[src/logic/dd_cfg.svh]
`ifndef DD_CFG_SVH
`define DD_CFG_SVH

// ****************************************
// Register indices (byte address = 4 x index)
// ****************************************
`define DD_IDX_DRAW_X 30'h07FFFD0
`define DD_IDX_DRAW_Y 30'h07FFFD2
`define DD_IDX_COLOUR 30'h07FFFD8
`define DD_IDX_RECT_GO 30'h07FFFDA
`define DD_IDX_LINE_GO 30'h07FFFDC
`define DD_IDX_VIEW_X 30'h07FFFDE
`define DD_IDX_VIEW_Y 30'h07FFFE0
`define DD_IDX_PAGE 30'h07FFFE2
`define DD_IDX_TOUCH_X 30'h07FFFF0
`define DD_IDX_DISP_CTRL 30'h07FFFFC

// ****************************************
// Field positions and widths
// ****************************************
`define DD_X_W 11
`define DD_Y_W 10
`define DD_GO_BIT 0
`define DD_WRITE_PAGE_LSB 0
`define DD_VIEW_PAGE_LSB 2
`define DD_MODE_BIT 7
`define DD_TOUCH_LSB 8
`define DD_PAL_MODE_LSB 6

// ****************************************
// Reset values
// ****************************************
`define DD_RST_COLOUR 16'h0000
`define DD_RST_X 11'h000
`define DD_RST_Y 10'h000
`define DD_RST_PAGE 2'h0
`define DD_RST_TOUCH 8'h00

// ****************************************
// Timing
// ****************************************
`define DD_CLK_MHZ 200
`define DD_DONE_PULSE_NS 1000

`endif

[src/logic/dd_pkg.sv]
package dd_pkg;

	// ****************************************
	// Types
	// ****************************************
	typedef enum logic [1:0] {
		DD_PULSE_IDLE = 2'h0,
		DD_PULSE_LOW = 2'h1
	} dd_pulse_state_t;

	typedef enum logic {
		DD_COLOUR_PALETTE = 1'b0,
		DD_COLOUR_RGB565 = 1'b1
	} dd_colour_mode_t;

endpackage

[src/logic/dd_done_if.sv]
`timescale 1ns/1ps

interface dd_done_if;
	logic fire;
	logic pulse_n;

	modport src (
		output fire,
		input pulse_n
	);

	modport gen (
		input fire,
		output pulse_n
	);
endinterface

[src/logic/dd_done_pulse.sv]
`timescale 1ns/1ps
`include "dd_cfg.svh"

module dd_done_pulse (
	// Clock and reset
	input wire logic hclk,
	input wire logic hresetn,
	// Completion event in, low pulse out
	dd_done_if.gen done
);

	// ****************************************
	// Pulse width
	// ****************************************
	localparam int PULSE_CYC_RAW = (`DD_DONE_PULSE_NS * `DD_CLK_MHZ) / 1000;
	localparam int PULSE_CYC = (PULSE_CYC_RAW < 1) ? 1 : PULSE_CYC_RAW;
	localparam logic [8:0] PULSE_LAST = 9'(PULSE_CYC - 1);

	dd_pkg::dd_pulse_state_t state;
	dd_pkg::dd_pulse_state_t next_state;
	logic [8:0] count;

	// ****************************************
	// State machine
	// ****************************************
	always_comb begin
		next_state = state;
		case (state)
			dd_pkg::DD_PULSE_IDLE: begin
				if (done.fire) begin
					next_state = dd_pkg::DD_PULSE_LOW;
				end
			end
			dd_pkg::DD_PULSE_LOW: begin
				if (!done.fire && count == PULSE_LAST) begin
					next_state = dd_pkg::DD_PULSE_IDLE;
				end
			end
			default: begin
				next_state = dd_pkg::DD_PULSE_IDLE;
			end
		endcase
	end

	always_ff @(posedge hclk or negedge hresetn) begin
		if (!hresetn) begin
			state <= dd_pkg::DD_PULSE_IDLE;
		end else begin
			state <= next_state;
		end
	end

	// Width counter, restarted by a new event
	always_ff @(posedge hclk or negedge hresetn) begin
		if (!hresetn) begin
			count <= 9'h000;
		end else if (done.fire) begin
			count <= 9'h000;
		end else if (state == dd_pkg::DD_PULSE_LOW) begin
			count <= count + 9'h001;
		end
	end

	// Active-low output straight from a flop
	always_ff @(posedge hclk or negedge hresetn) begin
		if (!hresetn) begin
			done.pulse_n <= 1'b1;
		end else begin
			done.pulse_n <= (next_state != dd_pkg::DD_PULSE_LOW);
		end
	end

endmodule

[src/logic/dd_draw_regs.sv]
// The implementer's own choice: the AHB-Lite register port.
`timescale 1ns/1ps
`include "dd_cfg.svh"

// Contract
// - In RGB mode colour is 16 bits: red 15..11, green 10..5, blue 4..0.
// - The drawing colour feeds rectangle fill, line drawing and hardware fill.
// - Colour and display-start registers accept byte and whole-word writes.
// - Writing one to the rectangle trigger bit launches a rectangle fill.
// - Writing one to the line trigger bit launches a line draw.
// - Trigger bits reset to zero and self-clear once the operation has begun.
// - Finishing a fill or line gives one active-low pulse of about 1 us.
// - Display start X is eleven bits, 0 to 2047; upper bits unused.
// - Display start Y is ten bits, 0 to 1023.
// - New display start coordinates apply only at the next frame start.
// - Page register bits 3..2 pick the displayed area 1 to 4.
// - All pixel writers target the selected write area.
// - Touch X register is read-only, sample in bits 15..8, resets to zero.
// - Fill and line start coordinates come from the drawing-start registers.
// - Colour-mode bit selects palette (0) or RGB565 (1) interpretation.
// - Touch low byte reads zero; new samples load automatically.
module dd_draw_regs (
	// Clock and reset
	input wire logic hclk,
	input wire logic hresetn,
	// AHB-Lite slave
	input wire logic hsel,
	input wire logic [31:0] haddr,
	input wire logic [1:0] htrans,
	input wire logic hwrite,
	input wire logic [2:0] hsize,
	input wire logic [31:0] hwdata,
	input wire logic hready,
	output logic [31:0] hrdata,
	output logic hreadyout,
	output logic hresp,
	// Display timing
	input wire logic frame_start,
	// Drawing engine handshake
	input wire logic rect_begun,
	input wire logic line_begun,
	input wire logic rect_done,
	input wire logic line_done,
	output logic rect_go,
	output logic line_go,
	output logic done_pulse_n,
	// Drawing parameters
	output logic [10:0] draw_start_x,
	output logic [9:0] draw_start_y,
	output logic colour_is_rgb,
	output logic [15:0] pixel_colour,
	output logic [5:0] palette_index,
	output logic [1:0] palette_mode,
	// Display window and pages
	output logic [10:0] view_x,
	output logic [9:0] view_y,
	output logic [1:0] view_page,
	output logic [1:0] write_page,
	// Touch sample from the same-clock receiver
	input wire logic touch_valid,
	input wire logic [7:0] touch_sample
);

	// ****************************************
	// Decode helpers
	// ****************************************
	function automatic logic [3:0] dd_lanes(input logic [2:0] size, input logic [1:0] a);
		logic [3:0] lanes;
		lanes = 4'hF;
		case (size)
			3'h0: lanes = 4'h1 << a;
			3'h1: lanes = a[1] ? 4'hC : 4'h3;
			default: lanes = 4'hF;
		endcase
		return lanes;
	endfunction

	function automatic logic [15:0] dd_merge16(input logic [15:0] old,
		input logic [15:0] wd, input logic [1:0] be);
		logic [15:0] res;
		res = old;
		if (be[0]) begin
			res[7:0] = wd[7:0];
		end
		if (be[1]) begin
			res[15:8] = wd[15:8];
		end
		return res;
	endfunction

	// ****************************************
	// Bus phases
	// ****************************************
	logic addr_ok;
	logic wr_pend;
	logic [29:0] wr_idx;
	logic [3:0] wr_be;
	logic [31:0] next_hrdata;
	logic [15:0] colour_reg;
	logic [10:0] view_x_pend;
	logic [9:0] view_y_pend;
	logic [15:0] wd16;
	logic wr_colour;
	logic wr_rect;
	logic wr_line;
	logic wr_view_x;
	logic wr_view_y;
	logic wr_draw_x;
	logic wr_draw_y;
	logic wr_page;
	logic wr_ctrl;
	logic [7:0] touch_x;
	logic [15:0] draw_x_wd;
	logic [15:0] draw_y_wd;
	logic [15:0] view_x_wd;
	logic [15:0] view_y_wd;

	assign addr_ok = hsel && htrans[1] && hready;
	assign wd16 = hwdata[15:0];
	assign wr_colour = wr_pend && wr_idx == `DD_IDX_COLOUR;
	assign wr_rect = wr_pend && wr_idx == `DD_IDX_RECT_GO && wr_be[0];
	assign wr_line = wr_pend && wr_idx == `DD_IDX_LINE_GO && wr_be[0];
	assign wr_view_x = wr_pend && wr_idx == `DD_IDX_VIEW_X;
	assign wr_view_y = wr_pend && wr_idx == `DD_IDX_VIEW_Y;
	assign wr_draw_x = wr_pend && wr_idx == `DD_IDX_DRAW_X;
	assign wr_draw_y = wr_pend && wr_idx == `DD_IDX_DRAW_Y;
	assign wr_page = wr_pend && wr_idx == `DD_IDX_PAGE && wr_be[0];
	assign wr_ctrl = wr_pend && wr_idx == `DD_IDX_DISP_CTRL && wr_be[0];

	// Byte-lane merged write values for the coordinate registers
	assign draw_x_wd = dd_merge16({5'h00, draw_start_x}, wd16, wr_be[1:0]);
	assign draw_y_wd = dd_merge16({6'h00, draw_start_y}, wd16, wr_be[1:0]);
	assign view_x_wd = dd_merge16({5'h00, view_x_pend}, wd16, wr_be[1:0]);
	assign view_y_wd = dd_merge16({6'h00, view_y_pend}, wd16, wr_be[1:0]);

	// Write address phase captured, data applied next cycle
	always_ff @(posedge hclk or negedge hresetn) begin
		if (!hresetn) begin
			wr_pend <= 1'b0;
			wr_idx <= 30'h0000000;
			wr_be <= 4'h0;
		end else begin
			wr_pend <= addr_ok && hwrite;
			if (addr_ok && hwrite) begin
				wr_idx <= haddr[31:2];
				wr_be <= dd_lanes(hsize, haddr[1:0]);
			end
		end
	end

	// Zero-wait slave, always OKAY
	always_ff @(posedge hclk or negedge hresetn) begin
		if (!hresetn) begin
			hreadyout <= 1'b1;
			hresp <= 1'b0;
		end else begin
			hreadyout <= 1'b1;
			hresp <= 1'b0;
		end
	end

	// ****************************************
	// Read mux
	// ****************************************
	always_comb begin
		next_hrdata = 32'h00000000;
		case (haddr[31:2])
			`DD_IDX_DRAW_X: next_hrdata[10:0] = draw_start_x;
			`DD_IDX_DRAW_Y: next_hrdata[9:0] = draw_start_y;
			`DD_IDX_COLOUR: next_hrdata[15:0] = colour_reg;
			`DD_IDX_RECT_GO: next_hrdata[`DD_GO_BIT] = rect_go;
			`DD_IDX_LINE_GO: next_hrdata[`DD_GO_BIT] = line_go;
			`DD_IDX_VIEW_X: next_hrdata[10:0] = view_x_pend;
			`DD_IDX_VIEW_Y: next_hrdata[9:0] = view_y_pend;
			`DD_IDX_PAGE: next_hrdata[3:0] = {view_page, write_page};
			`DD_IDX_TOUCH_X: next_hrdata[15:0] = {touch_x, 8'h00};
			`DD_IDX_DISP_CTRL: next_hrdata[`DD_MODE_BIT] = colour_is_rgb;
			default: next_hrdata = 32'h00000000;
		endcase
	end

	always_ff @(posedge hclk or negedge hresetn) begin
		if (!hresetn) begin
			hrdata <= 32'h00000000;
		end else if (addr_ok && !hwrite) begin
			hrdata <= next_hrdata;
		end
	end

	// ****************************************
	// Drawing colour and mode
	// ****************************************
	always_ff @(posedge hclk or negedge hresetn) begin
		if (!hresetn) begin
			colour_reg <= `DD_RST_COLOUR;
		end else if (wr_colour) begin
			colour_reg <= dd_merge16(colour_reg, wd16, wr_be[1:0]);
		end
	end

	always_ff @(posedge hclk or negedge hresetn) begin
		if (!hresetn) begin
			colour_is_rgb <= dd_pkg::DD_COLOUR_PALETTE;
		end else if (wr_ctrl) begin
			colour_is_rgb <= hwdata[`DD_MODE_BIT];
		end
	end

	// Colour presented to every pixel writer
	always_ff @(posedge hclk or negedge hresetn) begin
		if (!hresetn) begin
			pixel_colour <= `DD_RST_COLOUR;
			palette_index <= 6'h00;
			palette_mode <= 2'h0;
		end else begin
			if (colour_is_rgb == dd_pkg::DD_COLOUR_RGB565) begin
				pixel_colour <= colour_reg;
			end else begin
				pixel_colour <= {8'h00, colour_reg[7:0]};
			end
			palette_index <= colour_reg[5:0];
			palette_mode <= colour_reg[`DD_PAL_MODE_LSB +: 2];
		end
	end

	// ****************************************
	// Drawing start coordinates
	// ****************************************
	always_ff @(posedge hclk or negedge hresetn) begin
		if (!hresetn) begin
			draw_start_x <= `DD_RST_X;
			draw_start_y <= `DD_RST_Y;
		end else begin
			if (wr_draw_x) begin
				draw_start_x <= draw_x_wd[10:0];
			end
			if (wr_draw_y) begin
				draw_start_y <= draw_y_wd[9:0];
			end
		end
	end

	// ****************************************
	// Triggers
	// ****************************************
	always_ff @(posedge hclk or negedge hresetn) begin
		if (!hresetn) begin
			rect_go <= 1'b0;
		end else if (wr_rect && hwdata[`DD_GO_BIT]) begin
			rect_go <= 1'b1;
		end else if (rect_begun) begin
			rect_go <= 1'b0;
		end
	end

	always_ff @(posedge hclk or negedge hresetn) begin
		if (!hresetn) begin
			line_go <= 1'b0;
		end else if (wr_line && hwdata[`DD_GO_BIT]) begin
			line_go <= 1'b1;
		end else if (line_begun) begin
			line_go <= 1'b0;
		end
	end

	// ****************************************
	// Completion pulse
	// ****************************************
	dd_done_if done_bus ();

	assign done_bus.fire = rect_done || line_done;
	assign done_pulse_n = done_bus.pulse_n;

	dd_done_pulse u_done_pulse (
		.hclk(hclk),
		.hresetn(hresetn),
		.done(done_bus)
	);

	// ****************************************
	// Display start, staged to frame start
	// ****************************************
	always_ff @(posedge hclk or negedge hresetn) begin
		if (!hresetn) begin
			view_x_pend <= `DD_RST_X;
			view_y_pend <= `DD_RST_Y;
		end else begin
			if (wr_view_x) begin
				view_x_pend <= view_x_wd[10:0];
			end
			if (wr_view_y) begin
				view_y_pend <= view_y_wd[9:0];
			end
		end
	end

	// No range check on the coordinates
	always_ff @(posedge hclk or negedge hresetn) begin
		if (!hresetn) begin
			view_x <= `DD_RST_X;
			view_y <= `DD_RST_Y;
		end else if (frame_start) begin
			view_x <= view_x_pend;
			view_y <= view_y_pend;
		end
	end

	// ****************************************
	// Page selection
	// ****************************************
	always_ff @(posedge hclk or negedge hresetn) begin
		if (!hresetn) begin
			view_page <= `DD_RST_PAGE;
			write_page <= `DD_RST_PAGE;
		end else if (wr_page) begin
			view_page <= hwdata[`DD_VIEW_PAGE_LSB +: 2];
			write_page <= hwdata[`DD_WRITE_PAGE_LSB +: 2];
		end
	end

	// ****************************************
	// Touch sample
	// ****************************************
	always_ff @(posedge hclk or negedge hresetn) begin
		if (!hresetn) begin
			touch_x <= `DD_RST_TOUCH;
		end else if (touch_valid) begin
			touch_x <= touch_sample;
		end
	end

endmodule

[config.mk]
export PLATFORM = sky130hd
export DESIGN_NAME = dd_draw_regs
export DESIGN_NICKNAME = d
export VERILOG_FILES = /design/src/logic/dd_pkg.sv /design/src/logic/dd_done_if.sv /design/src/logic/dd_done_pulse.sv /design/src/logic/dd_draw_regs.sv
export VERILOG_INCLUDE_DIRS = /design/src /design/src/logic
export SDC_FILE = /design/constraint.sdc
export NUM_CORES = 1
export LEC_CHECK = 0
export BUFFER_PORTS_ARGS = -buffer_cell sky130_fd_sc_hd__clkbuf_2
export CAP_MARGIN = 30
export CORE_MARGIN = 1
export CORE_UTILIZATION = 54
export DETAILED_ROUTE_END_ITERATION = 10
export PLACE_DENSITY = 0.84
export SYNTH_ARGS = -nofsm -noshare
export SYNTH_HDL_FRONTEND = slang
export SYNTH_SLANG_ARGS = --single-unit
export TNS_END_PERCENT = 30
[constraint.sdc]
create_clock -name hclk -period 6 [get_ports hclk]
set_input_delay 0.6 -clock hclk [delete_from_list [all_inputs] [get_ports hclk]]
set_output_delay 0.6 -clock hclk [all_outputs]
set_load 0.02 [all_outputs]
==> key figures <==
Place
  – I/O Buffers: 160
  – GPL Wtd Cong: 0.886
  – Hpwl dp: 12,500 microns

GRT
  – Total track usage: 0.268
  – Vias in the first global route: 5,647
  – First-pass GRT wire length: 28,800 microns
  – Congestion Overflow GR: 0
  – Largest net degree at the start of global routing: 106
  – Initial antenna violation count: 0

Setup path
  – Cell Chain, Critical Path: nor4_1 -> nand4_1 -> nor4_4 -> and4_1 -> mux2_2
  – Required time of the worst setup path: 6.31 ns
  – Cell family with most CP delay: simple AND/OR/NAND/NOR gates
  – CP Launch Point: wr_idx[25]$_DFFE_PN0P_
  – FF-to-FF End: colour_reg[8]$_DFFE_PN0P_
  – Worst reg2reg path depth: 5
  – Slowest cell delay on critical path: 0.66 ns
  – Critical Path Sink: colour_reg[8]$_DFFE_PN0P_
  – Number of cells on the critical path: 5
  – Reg2reg setup slack: 3.24 ns
  – Critical Path AT: 3.07 ns
  – Kind of critical path: flop to flop
  – Critical Path End Type: flop
  – Critical-path top delay cell: nor4_4
  – CP Buf/Inv Count: 0
  – CP max FO: 9
  – Startpoint Class: flop
  – Worst r2r src: wr_idx[25]$_DFFE_PN0P_

Routing
  – Post-Route WL: 18,000 microns
  – Number of vias per cell: 5.66
  – DR iter-0 viols: 420
  – DR DRC count: 0
  – TritonRoute pass-1 iters: 5
  – DR WL/cell: 18.3 microns
  – Total number of vias: 5,573
  – Routed Antenna Nets: 0

Logic synthesis
  – Synth Flop Type: dfrtp_1
  – Register area share after synthesis: 0.574
  – Count of cell types in the netlist: 54
  – #FFs+latches synth: 171
  – Synth warnings: 0
  – Biggest area consumer among synthesized cells: dfrtp_1
  – Synth Instances: 648
  – Area contributors post-synth: dfrtp_1 57%, mux2_2 14%, nand2_1 5.1%
  – Mapped cell area: 7460 sq um
  – Syn_area_per_cell: 11.5 sq um
  – Number of synthesized flops with an enable pin: 0
  – Yosys top cell area share: 0.570
  – Ys async rst share: 1.00

Pwr
  – Power per cell area: 306 nW/um^2
  – Leak: 4.28 nW
  – VDD IR max: 0.256 mV

Timing
  – Worst slew pin tran: 0.921 ns
  – Setup violations, final: 0
  – Clock Skew: 0.00569 ns
  – Fin Setup TNS: 0 ns
  – Final hold violation count: 0
  – Slew Limit Fails: 0
  – Final min period: 2.76 ns
  – RSZ-0062 raised after global routing: no
  – Crit share post-route: 0.460
  – Max Freq: 0.362 GHz
  – Relative slew slack: 0.381

Clock tree
  – Sink Count: 171
  – TritonCTS Buffers: 17
  – Hold-fix buffers, CTS: 0
  – H-tree depth: 4
  – Post-CTS sizing: 0
  – Clk slew on worst S/H paths: 0.06 ns
  – Root Buffer: clkbuf_16
  – Clk_lat worst skew: 0.43 ns
  – Post-CTS Setup Repair Bufs: 0
  – Bufs on Longest Clock Path: 2
  – TritonCTS clock tree: built

Layout
  – Fraction of layout cells with a size suffix above 1: 0.373
  – Max reg flops: 30
  – Core Util, Final: 0.665
  – ANT cells: 0
  – Highest-count cells in the layout ignoring fill and taps: 170 x dfrtp_1, 159 x clkbuf_2, 101 x nand2_1
  – Nets: 885
  – Area Growth Syn to Fin: 19.0%
  – Commonest non-fill, non-tap cell in the layout: dfrtp_1
  – Fillers: 1,023

Run
  – MaxCap Viol Count: 0

Outcome
  – Status: completed

Floorplan
  – Die ar.: 14,300 sq um
  – Die Y: 120 microns
  – Chip Width: 120 microns
  – Starting Density: 0.559
  – I/O pin cnt: 196
  – Core area: 13,300 sq um
  – Num rows: 42

Worst hold path
  – Type of the tightest min-delay check: input port to asynchronous set/reset pin
-- stage by stage --
step	hold WS, ns	power, W	instances	setup slack [ns]	cell area [sq um]
after global placement	0.383	0.00163	953	3.04	8290
final	0.275	0.00272	985	3.24	8880
after global routing	0.366	0.00282	985	3.03	8880
after floorplan	0.304	0.00151	665	3.86	7520
after detailed placement	0.393	0.00164	953	3.00	8290
after CTS	0.319	0.00273	985	3.23	8880
-- per-layer routing --
layer  GRT usage  share of wire
met5           0              0
met4       0.121          0.028
met3      0.0566          0.054
met2       0.434           0.49
met1       0.347           0.42
-- kinds of logic (layout without fill, tap and decap cells) --
| kind of cell | Yosys count | after routing | synth area share |
|---|---|---|---|
| flops | 171 | 171 | 0.574 |
| simple gates | 224 | 224 | 0.152 |
| xor+xnor | 7 | 7 | 0.00822 |
| other cells | 2 | 19 | 0.00101 |
| fa+ha+maj | 1 | 1 | 0.00168 |
| mux | 94 | 94 | 0.143 |
| compound gates | 84 | 84 | 0.0723 |
| buf+inv | 65 | 209 | 0.0478 |
-- synth_stat cells (4+ instances only) --
library cell / instances
o22ai_1: 6
nand4_1: 14
buf_4: 26
nor3_1: 10
nand2_1: 101
mux2_2: 92
clkbuf_1: 25
xor2_1: 4
dfrtp_1: 170
nand2b_1: 4
nand3_1: 12
and4_1: 4
and3_1: 5
nor4_1: 4
and2_1: 10
a21oi_1: 18
inv_1: 11
nor2_1: 32
a22oi_1: 23
o21ai_0: 21
a32oi_1: 5
-- where the power goes --
| group | internal (W) | switching, W |
|---|---|---|
| clock | 0.000645 | 0.000447 |
| sequential | 0.00125 | 0.0000724 |
| combinational | 0.000113 | 0.000192 |
| total | 0.00201 | 0.000712 |
-- worst reg2reg max path, stage by stage, from the launching register on --
cell	delay, ns
dfrtp_1	0.38
nor4_1	0.36
nand4_1	0.26
nor4_4	0.66
and4_1	0.60
mux2_2	0.40
-- how the worst min path moves through the flow --
stage	start	end	slack [ns]	cells past startpoint
after floorplan	hresetn	colour_is_rgb$_DFFE_PN0P_	0.30	0
after global placement	colour_reg[3]$_DFFE_PN0P_	palette_index[3]$_DFF_PN0_	0.38	0
after detailed placement	colour_reg[7]$_DFFE_PN0P_	pixel_colour[7]$_DFF_PN0_	0.39	0
after CTS	hresetn	pixel_colour[5]$_DFF_PN0_	0.32	1
after global routing	hresetn	pixel_colour[5]$_DFF_PN0_	0.37	1
final	hresetn	draw_start_x[3]$_DFFE_PN0P_	0.28	1
-- final cells by class --
class                   instances  area [sq um]  share of cell area
clock inverters                10           116              0.0131
inverters                      11          41.3             0.00465
repair buffers                166           852              0.0960
multi-input cells             429          2890               0.326
flip-flops and latches        171          4280               0.482
well taps                     176           220              0.0248
clock buffers                  22           474              0.0534
(Power assumes the default switching activity.)
